==> config.mk <==
export PLATFORM = sky130hd
export DESIGN_NAME = pllsd_top
export DESIGN_NICKNAME = d
export VERILOG_FILES = /design/src/hw/pllsd_pkg.sv /design/src/hw/pllsd_word_if.sv /design/src/hw/pllsd_serial_in.sv /design/src/hw/pllsd_prog_div.sv /design/src/hw/pllsd_top.sv
export SDC_FILE = /design/constraint.sdc
export NUM_CORES = 1
export LEC_CHECK = 0
export ABC_AREA = 1
export BUFFER_PORTS_ARGS = -buffer_cell sky130_fd_sc_hd__buf_2
export CAP_MARGIN = 10
export CORE_UTILIZATION = 60
export DETAILED_ROUTE_END_ITERATION = 6
export PLACE_DENSITY_LB_ADDON = 0.25
export SLEW_MARGIN = 40
export SYNTH_ARGS = -nofsm -noshare
export SYNTH_HDL_FRONTEND = slang
export SYNTH_HIERARCHICAL = 1
export SYNTH_SLANG_ARGS = --single-unit
export TNS_END_PERCENT = 30
==> constraint.sdc <==
create_clock -name clk -period 3.5 [get_ports clk]
set_input_delay 0.7 -clock clk [delete_from_list [all_inputs] [get_ports clk]]
set_output_delay 0.7 -clock clk [all_outputs]
set_load 0.005 [all_outputs]
==> src/hw/pllsd_pkg.sv <==
// Shared constants, types and helpers of the synthesizer load block
package pllsd_pkg;
    // Serial word layout, bit 0 is the last bit shifted in
    localparam int SHIFT_W = 19;
    localparam int SEL_POS = 0;
    localparam int SWALLOW_W = 7;
    localparam int SWALLOW_LSB = 1;
    localparam int MAIN_W = 11;
    localparam int MAIN_LSB = 8;
    localparam int REF_W = 14;
    localparam int REF_LSB = 1;
    // Reset values of the latched divide factors
    localparam logic [6:0] SWALLOW_RST = 7'h00;
    localparam logic [10:0] MAIN_RST = 11'h005;
    localparam logic [13:0] REF_RST = 14'h0008;
    // Register offsets
    localparam logic [7:0] ADDR_STATUS = 8'h00;
    localparam logic [7:0] ADDR_MASK = 8'h04;
    localparam logic [7:0] ADDR_SWALLOW = 8'h08;
    localparam logic [7:0] ADDR_MAIN = 8'h0C;
    localparam logic [7:0] ADDR_REF = 8'h10;
    localparam logic [7:0] ADDR_STATE = 8'h14;
    // Event bits of status and mask
    localparam int EV_W = 4;
    localparam int EV_MAIN = 0;
    localparam int EV_REF = 1;
    localparam int EV_UNLOCK = 2;
    localparam int EV_AWAKE = 3;
    localparam logic [3:0] MASK_RST = 4'h0;
    // Power sequencing, Gray along the wake-up path
    typedef enum logic [1:0] {
        PWR_DOWN = 2'b00,
        MAIN_RUN = 2'b01,
        REF_RUN = 2'b11,
        NORMAL = 2'b10
    } pllsd_pwr_t;

    // Rising edge between two samples
    function automatic logic rise(input logic prev, input logic cur);
        rise = cur & ~prev;
    endfunction
endpackage

==> src/hw/pllsd_word_if.sv <==
// Carrier of shifted divide words from the serial input to the core
`timescale 1ns/100ps
interface pllsd_word_if;
    logic load_main;
    logic load_ref;
    logic [pllsd_pkg::SWALLOW_W-1:0] swallow;
    logic [pllsd_pkg::MAIN_W-1:0] main_n;
    logic [pllsd_pkg::REF_W-1:0] ref_r;
    modport src (output load_main, load_ref, swallow, main_n, ref_r);
    modport dst (input load_main, load_ref, swallow, main_n, ref_r);
endinterface

==> src/hw/pllsd_serial_in.sv <==
// Serial shift register with select bit and load strobe decode
`timescale 1ns/100ps
module pllsd_serial_in (
    // Clock, reset, enable
    input wire logic clk,
    input wire logic rst_n,
    input wire logic en,
    // Serial pins
    input wire logic serial_clk,
    input wire logic serial_data,
    input wire logic load_strobe,
    // Word towards the core
    pllsd_word_if.src word
);
    logic [2:0] meta;
    logic [2:0] sync;
    logic sclk_prev;
    logic [pllsd_pkg::SHIFT_W-1:0] shreg;
    logic [2:0] next_meta;
    logic [2:0] next_sync;
    logic next_sclk_prev;
    logic [pllsd_pkg::SHIFT_W-1:0] next_shreg;

    // Two-stage sync, then shift on each serial clock rise
    always_comb begin
        next_meta = {serial_clk, serial_data, load_strobe};
        next_sync = meta;
        next_sclk_prev = sync[2];
        next_shreg = shreg;
        if (pllsd_pkg::rise(sclk_prev, sync[2])) begin
            next_shreg =
                {shreg[pllsd_pkg::SHIFT_W-2:0], sync[1]};
        end
    end

    always_ff @(posedge clk or negedge rst_n) begin
        if (!rst_n) begin
            meta <= 3'h0;
            sync <= 3'h0;
            sclk_prev <= 1'b0;
            shreg <= '0;
        end else if (en) begin
            meta <= next_meta;
            sync <= next_sync;
            sclk_prev <= next_sclk_prev;
            shreg <= next_shreg;
        end
    end

    // Last bit in picks the destination while the strobe is high
    assign word.load_main =
        sync[0] & ~shreg[pllsd_pkg::SEL_POS];
    assign word.load_ref = sync[0] & shreg[pllsd_pkg::SEL_POS];
    assign word.swallow =
        shreg[pllsd_pkg::SWALLOW_LSB +: pllsd_pkg::SWALLOW_W];
    assign word.main_n =
        shreg[pllsd_pkg::MAIN_LSB +: pllsd_pkg::MAIN_W];
    assign word.ref_r = shreg[pllsd_pkg::REF_LSB +: pllsd_pkg::REF_W];
endmodule

==> src/hw/pllsd_prog_div.sv <==
// Programmable down counter giving one pulse per preset input edges
`timescale 1ns/100ps
module pllsd_prog_div #(
    parameter int W = 14
) (
    // Clock, reset, enable
    input wire logic clk,
    input wire logic rst_n,
    input wire logic en,
    // Control and count input
    input wire logic run,
    input wire logic tick,
    input wire logic [W-1:0] preset,
    // Divided output
    output logic pulse
);
    logic [W-1:0] cnt;
    logic [W-1:0] next_cnt;
    logic next_pulse;

    // Zero means freshly started: first edge loads the preset
    always_comb begin
        next_cnt = cnt;
        next_pulse = 1'b0;
        if (!run) begin
            next_cnt = '0;
        end else if (tick) begin
            if (cnt <= W'(1)) begin
                next_cnt = preset;
                next_pulse = (cnt == W'(1));
            end else begin
                next_cnt = cnt - W'(1);
            end
        end
    end

    always_ff @(posedge clk or negedge rst_n) begin
        if (!rst_n) begin
            cnt <= '0;
            pulse <= 1'b0;
        end else if (en) begin
            cnt <= next_cnt;
            pulse <= next_pulse;
        end
    end
endmodule

==> src/hw/pllsd_top.sv <==
// Serial-programmed divider core with power-down sequencing
`timescale 1ns/100ps
// Function
// - each serial clock rise shifts one data bit into the shifter.
// - main word bits 1-7 are swallow, bits 8-18 main count.
// - swallow value is plain binary 0 to 127, bit 1 least.
// - lock detect high while divided signals differ, low when locked.
// - power select low means power-down, dividers stop.
// - loop control output held low during power-down.
// - on wake main divider runs first, reference after its pulse.
// - with first divided reference, loop control goes high in the same cycle.
// - power select low again stops and resets the dividers.
// - last serial bit selects reference (high) or main (low).
// - while load strobe high, shifted word goes to chosen divider.
module pllsd_top #(
    parameter int SWALLOW_W = 7,
    parameter int MAIN_W = 11,
    parameter int REF_W = 14
) (
    // Clock, reset, enable
    input wire logic clk,
    input wire logic rst_n,
    input wire logic en,
    // Serial programming pins
    input wire logic serial_clk,
    input wire logic serial_data,
    input wire logic load_strobe,
    // Power and frequency inputs
    input wire logic power_select,
    input wire logic osc_in,
    input wire logic vco_in,
    // Register port
    input wire logic [7:0] addr,
    input wire logic [31:0] wdata,
    input wire logic wr,
    input wire logic rd,
    output logic [31:0] rdata,
    // Synthesizer outputs
    output logic divided_reference,
    output logic divided_vco,
    output logic lock_detect_out,
    output logic loop_control_out,
    output logic modulus_ctl,
    output logic irq
);
    pllsd_word_if word ();

    logic [2:0] meta;
    logic [2:0] sync;
    logic osc_prev;
    logic vco_prev;
    logic [2:0] next_meta;
    logic [2:0] next_sync;
    logic osc_tick;
    logic vco_tick;
    logic ps;

    pllsd_pkg::pllsd_pwr_t state;
    pllsd_pkg::pllsd_pwr_t next_state;
    logic next_loop;

    logic [SWALLOW_W-1:0] swallow_val;
    logic [MAIN_W-1:0] main_val;
    logic [REF_W-1:0] ref_val;
    logic [SWALLOW_W-1:0] next_swallow_val;
    logic [MAIN_W-1:0] next_main_val;
    logic [REF_W-1:0] next_ref_val;

    logic [SWALLOW_W-1:0] swallow_left;
    logic [SWALLOW_W-1:0] next_swallow_left;
    logic next_modulus;
    logic main_run;
    logic ref_run;
    logic main_pulse;
    logic ref_pulse;

    logic ahead;
    logic next_ahead;

    logic [pllsd_pkg::EV_W-1:0] status;
    logic [pllsd_pkg::EV_W-1:0] mask;
    logic [pllsd_pkg::EV_W-1:0] events;
    logic [pllsd_pkg::EV_W-1:0] next_status;
    logic [pllsd_pkg::EV_W-1:0] next_mask;
    logic [31:0] next_rdata;
    logic next_irq;

    pllsd_serial_in u_serial (
        .clk(clk),
        .rst_n(rst_n),
        .en(en),
        .serial_clk(serial_clk),
        .serial_data(serial_data),
        .load_strobe(load_strobe),
        .word(word)
    );

    // Pins from outside the domain: two flops, then edge find
    always_comb begin
        next_meta = {power_select, osc_in, vco_in};
        next_sync = meta;
    end

    always_ff @(posedge clk or negedge rst_n) begin
        if (!rst_n) begin
            meta <= 3'h0;
            sync <= 3'h0;
            osc_prev <= 1'b0;
            vco_prev <= 1'b0;
        end else if (en) begin
            meta <= next_meta;
            sync <= next_sync;
            osc_prev <= sync[1];
            vco_prev <= sync[0];
        end
    end

    assign ps = sync[2];
    assign osc_tick = pllsd_pkg::rise(osc_prev, sync[1]);
    assign vco_tick = pllsd_pkg::rise(vco_prev, sync[0]);

    // Latch the shifted word into the selected divider
    always_comb begin
        next_swallow_val = swallow_val;
        next_main_val = main_val;
        next_ref_val = ref_val;
        if (word.load_main) begin
            next_swallow_val = word.swallow;
            next_main_val = word.main_n;
        end
        if (word.load_ref) begin
            next_ref_val = word.ref_r;
        end
    end

    always_ff @(posedge clk or negedge rst_n) begin
        if (!rst_n) begin
            swallow_val <= pllsd_pkg::SWALLOW_RST;
            main_val <= pllsd_pkg::MAIN_RST;
            ref_val <= pllsd_pkg::REF_RST;
        end else if (en) begin
            swallow_val <= next_swallow_val;
            main_val <= next_main_val;
            ref_val <= next_ref_val;
        end
    end

    // Wake-up order: main divider, then reference, then loop control
    always_comb begin
        next_state = state;
        case (state)
            pllsd_pkg::PWR_DOWN: begin
                if (ps) begin
                    next_state = pllsd_pkg::MAIN_RUN;
                end
            end
            pllsd_pkg::MAIN_RUN: begin
                if (!ps) begin
                    next_state = pllsd_pkg::PWR_DOWN;
                end else if (main_pulse) begin
                    next_state = pllsd_pkg::REF_RUN;
                end
            end
            pllsd_pkg::REF_RUN: begin
                if (!ps) begin
                    next_state = pllsd_pkg::PWR_DOWN;
                end else if (ref_pulse) begin
                    next_state = pllsd_pkg::NORMAL;
                end
            end
            pllsd_pkg::NORMAL: begin
                if (!ps) begin
                    next_state = pllsd_pkg::PWR_DOWN;
                end
            end
            default: begin
                next_state = pllsd_pkg::PWR_DOWN;
            end
        endcase
        // Low in power-down and all through wake-up
        next_loop = (next_state == pllsd_pkg::NORMAL);
    end

    always_ff @(posedge clk or negedge rst_n) begin
        if (!rst_n) begin
            state <= pllsd_pkg::PWR_DOWN;
            loop_control_out <= 1'b0;
        end else if (en) begin
            state <= next_state;
            loop_control_out <= next_loop;
        end
    end

    // Dividers idle and cleared whenever power select is low
    assign main_run = (state != pllsd_pkg::PWR_DOWN);
    assign ref_run = (state == pllsd_pkg::REF_RUN) ||
                     (state == pllsd_pkg::NORMAL);

    pllsd_prog_div #(.W(MAIN_W)) u_main_div (
        .clk(clk),
        .rst_n(rst_n),
        .en(en),
        .run(main_run),
        .tick(vco_tick),
        .preset(main_val),
        .pulse(main_pulse)
    );

    pllsd_prog_div #(.W(REF_W)) u_ref_div (
        .clk(clk),
        .rst_n(rst_n),
        .en(en),
        .run(ref_run),
        .tick(osc_tick),
        .preset(ref_val),
        .pulse(ref_pulse)
    );

    // Swallow count restarts with each main cycle; a main count
    // below the swallow count never lets it finish
    always_comb begin
        next_swallow_left = swallow_left;
        if (!main_run) begin
            next_swallow_left = swallow_val;
        end else if (main_pulse) begin
            next_swallow_left = swallow_val;
        end else if (vco_tick && swallow_left != '0) begin
            next_swallow_left = swallow_left - SWALLOW_W'(1);
        end
        // High asks the smaller modulus
        next_modulus = main_run &&
                       (next_swallow_left == '0);
    end

    always_ff @(posedge clk or negedge rst_n) begin
        if (!rst_n) begin
            swallow_left <= '0;
            modulus_ctl <= 1'b0;
        end else if (en) begin
            swallow_left <= next_swallow_left;
            modulus_ctl <= next_modulus;
        end
    end

    // Phase compare: each lone pulse of either divider flips the gap open or shut
    always_comb begin
        next_ahead = ahead;
        if (!main_run) begin
            next_ahead = 1'b0;
        end else if (main_pulse ^ ref_pulse) begin
            next_ahead = ~ahead;
        end
    end

    always_ff @(posedge clk or negedge rst_n) begin
        if (!rst_n) begin
            ahead <= 1'b0;
            lock_detect_out <= 1'b0;
            divided_vco <= 1'b0;
            divided_reference <= 1'b0;
        end else if (en) begin
            ahead <= next_ahead;
            lock_detect_out <= next_ahead;
            divided_vco <= main_pulse;
            divided_reference <= ref_pulse;
        end
    end

    // Events; a set in the clearing read's cycle still lands
    always_comb begin
        events = '0;
        events[pllsd_pkg::EV_MAIN] = word.load_main;
        events[pllsd_pkg::EV_REF] = word.load_ref;
        events[pllsd_pkg::EV_UNLOCK] = next_ahead & ~ahead;
        events[pllsd_pkg::EV_AWAKE] = next_loop & ~loop_control_out;
        next_status = status | events;
        if (rd && addr == pllsd_pkg::ADDR_STATUS) begin
            next_status = events;
        end
        next_mask = mask;
        if (wr && addr == pllsd_pkg::ADDR_MASK) begin
            next_mask = wdata[pllsd_pkg::EV_W-1:0];
        end
        next_irq = |(next_status & next_mask);
    end

    // Read data stands only in the cycle after the strobe
    always_comb begin
        next_rdata = 32'h0000_0000;
        if (rd) begin
            case (addr)
                pllsd_pkg::ADDR_STATUS: next_rdata = 32'(status);
                pllsd_pkg::ADDR_MASK: next_rdata = 32'(mask);
                pllsd_pkg::ADDR_SWALLOW: next_rdata = 32'(swallow_val);
                pllsd_pkg::ADDR_MAIN: next_rdata = 32'(main_val);
                pllsd_pkg::ADDR_REF: next_rdata = 32'(ref_val);
                pllsd_pkg::ADDR_STATE: begin
                    next_rdata = 32'({ahead, loop_control_out, state});
                end
                default: next_rdata = 32'h0000_0000;
            endcase
        end
    end

    always_ff @(posedge clk or negedge rst_n) begin
        if (!rst_n) begin
            status <= '0;
            mask <= pllsd_pkg::MASK_RST;
            irq <= 1'b0;
            rdata <= 32'h0000_0000;
        end else if (en) begin
            status <= next_status;
            mask <= next_mask;
            irq <= next_irq;
            rdata <= next_rdata;
        end
    end
endmodule

==> results of run 1 <==
## synthesized netlist by cell type (13+ instances only)
cell	number
a21oi_1	14
buf_2	15
buf_4	50
dfrtp_1	127
inv_1	98
mux2_2	27
nand2_1	308
nand2_2	25
nand3_1	64
nand4_1	25
nor2_1	52
nor2_4	13
o21ai_0	33
## cells by family (layout without fill, tap and decap cells)
family | Yosys count | count (layout) | share of synthesized area (%)
other | 1 | 18 | 0.04991
adders and majority gates | 6 | 6 | 0.9991
muxes | 27 | 27 | 4.047
DFF | 130 | 130 | 43.35
xor gates and xnor gates | 9 | 9 | 1.049
buffers and inverters | 182 | 183 | 12.64
AOI/OAI and AO/OA | 76 | 76 | 5.679
and+or+nand+nor | 517 | 517 | 32.19
## metrics by stage
stage               std cells  hold WS, ns
floorplan                 965       0.4044
global placement         1102       0.4527
detailed placement       1102       0.4553
CTS                      1134       0.3187
global route             1134       0.3513
finish                   1134       0.2999
## placed cells by master, fill, tap and decap left out, types with 4 or more instances in the layout
cell type	synthesis	layout
nand2_1	308	307
dfrtp_1	127	127
inv_1	98	98
nand3_1	64	64
nor2_1	52	52
buf_2	15	41
o21ai_0	33	33
mux2_2	27	27
nand2_2	25	26
nand4_1	25	25
conb_1	1	18
clkbuf_16	0	17
a21oi_1	14	14
nor2_4	13	13
o21ai_1	11	11
nor2_2	9	9
nand2_4	6	6
o22ai_1	6	6
xor2_1	6	6
ha_1	6	6
inv_2	5	5
buf_4	50	5
nand3_4	4	4
or2_2	4	4
clkinvlp_4	0	4
## layout make-up
type                       instances  share of cell area [%]
timing repair buffer              47                   3.242
sequential                       130                   40.19
inverter                         104                   4.848
clock inverter                    15                   2.254
clock buffer                      17                   5.249
multi-input combinational        653                   41.62
tap                              168                   2.594
## flip-flops by register name (all words and copies together) (netlist names), 2 cells and up
signal	flops
u_serial/meta	3
u_serial/shreg	19
sync	3
main_val	11
swallow_left	7
mask	4
rdata	14
status	4
u_serial/sync	3
meta	3
swallow_val	7
u_main_div/cnt	11
ref_val	14
u_ref_div/cnt	14
state	2
## routing by layer
layer	GRT usage [%]	share of wire, %	vias up
li1	-	-	2940
met1	36.32	46	2808
met2	42.48	48	162
met3	5.579	4.8	20
met4	7.446	1.1	0
met5	0	0	-
## worst max-delay path by stage
stage,startpoint,endpoint,slack (ns),depth (start not counted)
after detailed placement,en,status[0],1.29,6
after global routing,swallow_left[0],modulus_ctl,1.51,14
final,swallow_left[0],modulus_ctl,1.67,14
after CTS,swallow_left[0],modulus_ctl,1.68,14
after global placement,en,status[0],1.29,6
after floorplan,en,ref_val[11],1.78,4
## power by group
group	switching (mW)	leakage (nW)	total [mW]	internal (mW)
registers	0.234	1.71	1.96	1.73
logic	0.627	2.39	0.988	0.361
clock network	0.699	0.286	1.82	1.12
==> metrics, run 1 <==
slowest stage delay, CP 0.39 ns; Worst Max-Slew Pin Slew 0.7811 ns; dpl ws approximately 1.3 ns; Synthesis Warnings 6; Multi-input gate area roughly 3400 um2; clock skew roughly 0.0076 ns; FF-to-FF End modulus_ctl; RSZ-0062 raised after global routing no; first-pass GRT wire length 26620 um; initial antenna violation count 0; core area 12110 um2; Yosys top cell area share 42.30%; Pleak around 4.4 nW; largest net degree at the start of global routing 57; Area after DPL approximately 7500 um2; post-synthesis cell count around 950; PD cells 589.2 nW/um2; FF+latch count, synth 130; number of fill cells in the layout 1020; Remaining DRCs 0; Initial DRC Count 392; post-synthesis async set-or-reset flop share 100.0%; total track usage between 20% and 30%; Critical-path top delay cell dfrtp_1; Ports just under 90; synthesized area approximately 7500 um2; final setup fails 0; Overall Power 4.775 mW; Slew Limit Fails 0; Critical Path RT slightly below 4 ns; Avg Vias per Cell approximately 5.2; CP Capture Type register; CP Data Arrival Time 2.19 ns; Die Width 113.9 um; Final GP Congestion 0.9047; Worst-Skew Late Latency 0.43 ns; antenna diode count 0; root buf cell clkbuf_16; R2R setup slack 1.67 ns; Clock Sinks between 100 and 150; area growth from synthesis to layout 7.860%; critical path fanouts, max 8; Yosys cell types 44; final hold vios 0; ys flop type dfrtp_1; Hold Crit Class primary input to async pin; Yosys top cell by area dfrtp_1; Die Area 12970 um2; post_cts resized 0; Num CTS Buffers 17; H-Tree Depth 4; register area 3257 um2; Layout Nets 1010; # hold bufs at CTS 0; dominant cells by area after synthesis dfrtp_1 (42%), nand2_1 (15%), buf_4 (5.0%); GRT overflow 0; clk slew on worst S/H paths 0.06 ns; setup TNS 0 ns; Slew headroom between 40% and 50%; vias in the first global route ~5500; Worst path top cell family by delay simple AND/OR/NAND/NOR gates; Design Area, Final between 8000 and 9000 um2; post-route ant nets 0; Final Util 66.91%; port buffer count 42; via count 5930; Max VDD drop 0.5123 mV; cell mode on critical path nand2_1; Worst R2R Start swallow_left[0]; WS Path Type register to register; CTS tree yes; Total Wirelength 15770 um; layout cells sized above 1 about a fifth; Final min period about 1.8 ns; post-CTS setup buffer count 0; reg2reg path depth 14; ratio of final minimum period to clock period 52.22%; final setup margin 1.672 ns; Post-DP HPWL around 11000 um; Initial Util just over 60%; routed length per instance 13.91 um; fmax 547.2 MHz; Max Cap Viol 0; Die Y 113.9 um; synthesized area per cell 7.926 um2; critical path, cell by cell inv_1 > ha_1 > inv_1 > nor2_1 > nand3_4 > nand2_4 > inv_4 > nand2_1 > nand3_1 > nand2_1 > nand2_1 > nor2_1 > nand2_1 > nand2_1; CP Launch Type register; WP buf/inv 3; Post-synth EDFFs 0; Max clock buf depth 2; Std-Cell Rows 40; status completed; Pre-antenna DRT Iters 5; sequential share of the synthesized area between 40 and 50%
Power figures use the tool's default switching activity.
==> run 2, diff against run 1 <==
Settings changed: CORE_UTILIZATION 60 to 59.
Clock period 3.5 ns to 1.8 ns, I/O delays scaled along.
==> run 2 against run 1 <==
  * Die area rose by 1.7%
  * Via count rose by 1.2%
  * Non-clock buffer count rose by 19
  * Power rose by 97%
  * Routed wire length rose by 2.4%
  * Register-to-register slack got worse by 1.5 ns
  * Sequential power rose by 96%
  * Clock power rose by 95%
  * Sequential share of layout area fell by 1.0 points
  * Critical path depth did not move
  * Core utilization rose by 1.2 points
  * Hold slack got worse by 0.17 ns
  * Critical endpoint unchanged
==> metrics, run 2 (same netlist as run 1, synthesis figures left out) <==
PD cells 1134 nW/um2 (+92%); final setup margin 0.1346 ns (-1.538 ns); dpl ws 0.1238 ns (-1.168 ns); Std-Cell Rows 40 (unchanged); max reg flops 19 (unchanged); Num CTS Buffers 17 (unchanged); commonest non-fill, non-tap cell in the layout nand2_1; Slew Limit Fails 0 (unchanged); Die Y 114.9 um (+0.83%); Max clock buf depth 2 (unchanged); final hold vios 0 (unchanged); placed cells 1117 (+1.4%); commonest non-fill, non-tap cells in the layout nand2_1 (307), dfrtp_1 (127), inv_1 (96), nand3_1 (63), nor2_1 (51); Clock Sinks 130 (unchanged); Most flops, register u_serial/shreg; vias in the first global route 5678 (+2.7%); critical path fanouts, max 8 (unchanged); CP Launch Type register; total track usage 26.64% (+0.25 points); clock skew 0.008967 ns (+0.001341 ns); root buf cell clkbuf_16; fmax 600.5 MHz (+9.7%); area growth from synthesis to layout 10.67%; Max VDD drop 0.9610 mV (+88%); GRT overflow 0 (unchanged); routed length per instance 14.00 um (+0.68%); antenna diode count 0 (unchanged); largest net degree at the start of global routing 71 (+25%); Avg Vias per Cell 5.204 (-0.49%); initial antenna violation count 0 (unchanged); Post-DP HPWL 11420 um (+2.7%); CTS tree yes; Ports 89 (unchanged); Initial Util 61.53% (-0.51 points); first-pass GRT wire length 26980 um (+1.3%); CP Capture Type register; Total Wirelength 16150 um (+2.4%); final cell count without fillers 1153 (+1.7%); Worst-Skew Late Latency 0.43 ns (about the same); Layout Nets 1029 (+1.9%); H-Tree Depth 4 (unchanged); Die Area 13190 um2 (+1.7%); core area 12210 um2 (+0.83%); Die Width 114.9 um (+0.83%); Pleak 4.496 nW (+2.3%); Remaining DRCs 0 (unchanged); clk slew on worst S/H paths 0.06 ns (about the same); Max Cap Viol 0 (unchanged); setup TNS 0 ns (unchanged); Overall Power 9.426 mW (+97%); ratio of final minimum period to clock period 92.52% (+40 points); number of fill cells in the layout 1040 (+2.0%); port buffer count 42 (unchanged); final setup fails 0 (unchanged); Pre-antenna DRT Iters 5 (unchanged); WS Path Type register to register; Design Area, Final 8315 um2 (+2.6%); Area after DPL 7631 um2 (+1.8%); Final GP Congestion 0.8782 (-2.9%); Critical Path RT 2.17 ns (-1.70 ns); status completed; CP Data Arrival Time 2.04 ns (-0.15 ns); post-route ant nets 0 (unchanged); via count 6000 (+1.2%); Final min period 1.665 ns (-0.1621 ns); Hold Crit Class primary input to register; Initial DRC Count 460 (+17%); layout cells sized above 1 21.02% (+2.2 points)
## run 2: cell types whose count changed in the layout (fill, tap and decap cells not counted), sizes merged
cell / change
buf: +18
bufinv: -1
clkbuf: +3
clkinv: -2
clkinvlp: -1
dlygate4sd3: +1
inv: +1
## run 2: power breakdown
group,switching (mW),total [mW],internal (mW)
Combinational,1.26,2.04,0.779
Sequential,0.470,3.84,3.36
Clock,1.38,3.55,2.17
Total,3.11,9.43,6.31
## run 2: final timing paths
path / start / to / slack [ns] / cells past startpoint
hold / removal: osc_in / meta[1] / 0.13 / 3
hold reg to reg: modulus_ctl / modulus_ctl / 0.47 / 2
max in group asynchronous: rst_n / main_val[0] / 0.81 / 3
min in group asynchronous: rst_n / u_serial/meta[0] / 0.34 / 2
setup reg to reg: swallow_left[0] / modulus_ctl / 0.13 / 14
setup / recovery: swallow_left[0] / modulus_ctl / 0.13 / 14
## run 2: layout make-up
cell class / count / area, um2 / area share (%)
Timing Repair Buffer: 66 / 432.9 / 5.206
Clock buffer: 20 / 466.7 / 5.612
Multi-Input combinational cell: 653 / 3412 / 41.03
Tap cell: 168 / 210.2 / 2.528
Clock inverter: 12 / 143.9 / 1.730
Inverter: 104 / 392.9 / 4.725
Sequential cell: 130 / 3257 / 39.17
## run 2: repair_timing
item / CTS / global route
hold buffers: 1 / 0
resized for setup: 0 / 11
endpoints found under the setup margin: 0 / 2
hold endpoints to repair: 14 / 0
buffers inserted: 0 / 3
## run 2: critical path: stages, from the launching register on
cell	delay [ns]
dfrtp_1	0.40
inv_2	0.09
ha_4	0.12
inv_1	0.04
nor2_2	0.15
nand3_4	0.12
nand2_8	0.12
inv_4	0.05
nand2_1	0.07
nand3_2	0.07
nand2_2	0.08
nand2_1	0.05
nor2_1	0.13
nand2_1	0.06
nand2_1	0.06
## run 2: stage by stage
stage                     hold slack, ns  utilization [%]
after detailed placement          0.2452            62.49
after global placement            0.2454            62.49
after CTS                         0.1241            67.57
final                             0.1271            68.09
after global routing              0.1446            68.09
after floorplan                  0.06441                -
## run 2: routing by layer
metal,part of all wire (%),global-route usage [%],vias up
met5,0,0,-
li1,-,-,2981
met4,1.2,7.446,0
met2,48,42.69,153
met1,46,36.39,2839
met3,4.5,6.220,27
==> run 3, diff against run 2 <==
Settings changed: PLACE_DENSITY set to 0.93, PLACE_DENSITY_LB_ADDON 0.25 to not set.
==> run 3 against run 2 <==
  * Die area unchanged
  * Sequential share of layout area about the same
  * Design area is essentially flat
  * Critical path depth is the same
  * Worst setup slack lost 0.054 ns
==> metrics, run 3 (same netlist as run 1, synthesis figures left out) <==
Worst-Skew Late Latency 0.42 ns (about the same); Final GP Congestion 0.9062 (+3.2%); Layout Nets 1034 (+0.49%); max reg flops 19 (unchanged); clk slew on worst S/H paths 0.06 ns (about the same); R2R setup slack 0.08 ns (-0.05 ns); vias in the first global route 6378 (+12%); WS Path Type register to register; Final min period 1.719 ns (+0.05406 ns); core area 12210 um2 (unchanged); minimum hold slack 0.1361 ns (+0.009055 ns); largest net degree at the start of global routing 38 (-46%); Post-DP HPWL 12160 um (+6.5%); setup TNS 0 ns (unchanged); Ports 89 (unchanged); CTS tree yes; Initial Util 61.53% (unchanged); CP Capture Type register; Hold Crit Class primary input to register; NetSw 3.130 mW (+0.58%); root buf cell clkbuf_16; Critical-path top delay cell dfrtp_1; Clock Power Share 36.3% (-1.4 points); Num CTS Buffers 17 (unchanged); layout cells sized above 1 20.91% (-0.11 points); post-route ant nets 0 (unchanged); Slew Limit Fails 0 (unchanged); Avg Vias per Cell 5.651 (+8.6%); Final Util 68.14% (about the same); slowest stage delay, CP 0.41 ns (about the same); first-pass GRT wire length 30210 um (+12%); CP Launch Type register; area growth from synthesis to layout 10.74% (about the same); Die Y 114.9 um (unchanged); commonest non-fill, non-tap cells in the layout nand2_1 (307), dfrtp_1 (127), inv_1 (98), nand3_1 (64), nor2_1 (51); port buffer count 42 (unchanged); final setup fails 0 (unchanged); FF-to-FF End modulus_ctl; final cell count without fillers 1158 (+0.43%); Worst R2R Start swallow_left[1]; Pre-antenna DRT Iters 6 (+1); hold path start vco_in; clock skew 0.01164 ns (+0.002677 ns); PD cells 1124 nW/um2 (-0.83%); Flop pwr share 41.2% (+0.5 points); switching power share of the total 33.47% (+0.45 points); Std-Cell Rows 40 (unchanged); Max clock buf depth 2 (unchanged); GRT overflow 0 (unchanged); Overall Power 9.353 mW (-0.77%); Worst Hold End meta[0]; Max Cap Viol 0 (unchanged); Die Width 114.9 um (unchanged); initial antenna violation count 0 (unchanged); RSZ-0062 raised after global routing yes; reg2reg path depth 14 (unchanged); critical path fanouts, max 8 (unchanged); power share of the combinational group 22.5% (+0.8 points); total track usage 29.72% (+3.1 points); Max VDD drop 0.7170 mV (-25%); ratio of final minimum period to clock period 95.53% (+3.0 points); routed length per instance 15.61 um (+11%); cell mode on critical path nand2_1; hold path cells 3 (unchanged); Clock Sinks 130 (unchanged); antenna diode count 0 (unchanged); critical path, cell by cell inv_1 > ha_1 > inv_1 > nor2_2 > nand3_4 > nand2_8 > inv_4 > nand2_1 > nand3_1 > nand2_2 > nand2_1 > nor2_1 > nand2_1 > nand2_1; status completed; Slew headroom 63.32%; placed cells 1121 (+0.36%); Total Wirelength 18080 um (+12%); Critical Path RT 2.17 ns (about the same); CP Data Arrival Time 2.08 ns (+0.04 ns); Die Area 13190 um2 (unchanged); final hold vios 0 (unchanged); internal power 6.223 mW (-1.4%); Most flops, register u_serial/shreg; Initial DRC Count 614 (+33%); fmax 581.6 MHz (-3.1%); Remaining DRCs 0 (unchanged); H-Tree Depth 4 (unchanged); via count 6544 (+9.1%); commonest non-fill, non-tap cell in the layout nand2_1; Pleak 4.505 nW (+0.20%); Worst Max-Slew Pin Slew between 0.5 and 0.6 ns
[run 3: cell count changes in the layout (fill, tap and decap cells not counted), moves of 2 or more]
cell / previous run / this run
inv_2: 7 / 5
buf_4: 21 / 26
inv_1: 96 / 98
inv_6: 4 / 1
nand2_8: 1 / 3
ha_1: 3 / 5
clkbuf_8: 3 / 5
[run 3: worst max-delay path, delay by kind of cell, from the launching register on]
kind	cells	cell delay, ns
simple gates	10	0.89
fa+ha+maj	1	0.16
flops	1	0.41
buf+inv	3	0.21
[run 3: power by group through the flow]
stage	sequential, mW	clock (mW)	combinational (mW)
after floorplan	3.70	0	1.85
after global placement	3.82	0	1.88
after detailed placement	3.86	0	1.97
after CTS	3.82	3.43	2.03
after global routing	3.89	3.57	2.38
final	3.85	3.40	2.10
[run 3: timing repair]
action                     in CTS  in global routing
setup endpoints to repair       1                 14
setup buffers                   0                  3
hold buffers                    1                  0
cloned                          0                  1
pin swaps                       0                  0
resized for setup               1                  5
hold endpoints to repair       21                  0
[run 3: worst max path at each step]
stage          slack (ns)                 to        startpoint  cells after the start
3_3_place_gp         0.13  u_ref_div/cnt[12]  u_ref_div/cnt[0]                     10
6_report             0.08        modulus_ctl   swallow_left[1]                     14
5_1_grt             -0.01        modulus_ctl   swallow_left[1]                     14
3_5_place_dp         0.02   u_ref_div/cnt[0]  u_ref_div/cnt[0]                      9
4_1_cts              0.03        modulus_ctl   swallow_left[1]                     14
2_1_floorplan        0.24        modulus_ctl   swallow_left[0]                     14
[run 3: layout make-up]
cell class / instances / area, um2
well taps: 168 / 210.2
fillers: 859 / 3891
inverters: 104 / 392.9
clock inverters: 10 / 100.1
multi-input cells: 654 / 3416
clock buffers: 22 / 494.2
flip-flops and latches: 130 / 3257
repair buffers: 70 / 450.4
[run 3: layer usage]
metal	up-vias	wire [um]	part of all wire (%)	track usage (%)
met5	-	0	0	0
met4	0	921	5.1	18.87
met3	88	1364	7.5	6.115
met2	380	8857	49	49.84
met1	3077	6938	38	35.02
li1	2999	-	-	-
[run 3: metrics by stage]
stage               worst slack, ns  cell area [um2]
global placement             0.1307             7649
CTS                         0.02507             8262
finish                      0.08052             8320
floorplan                    0.2363             7577
global route               -0.01308             8320
detailed placement          0.01638             7649
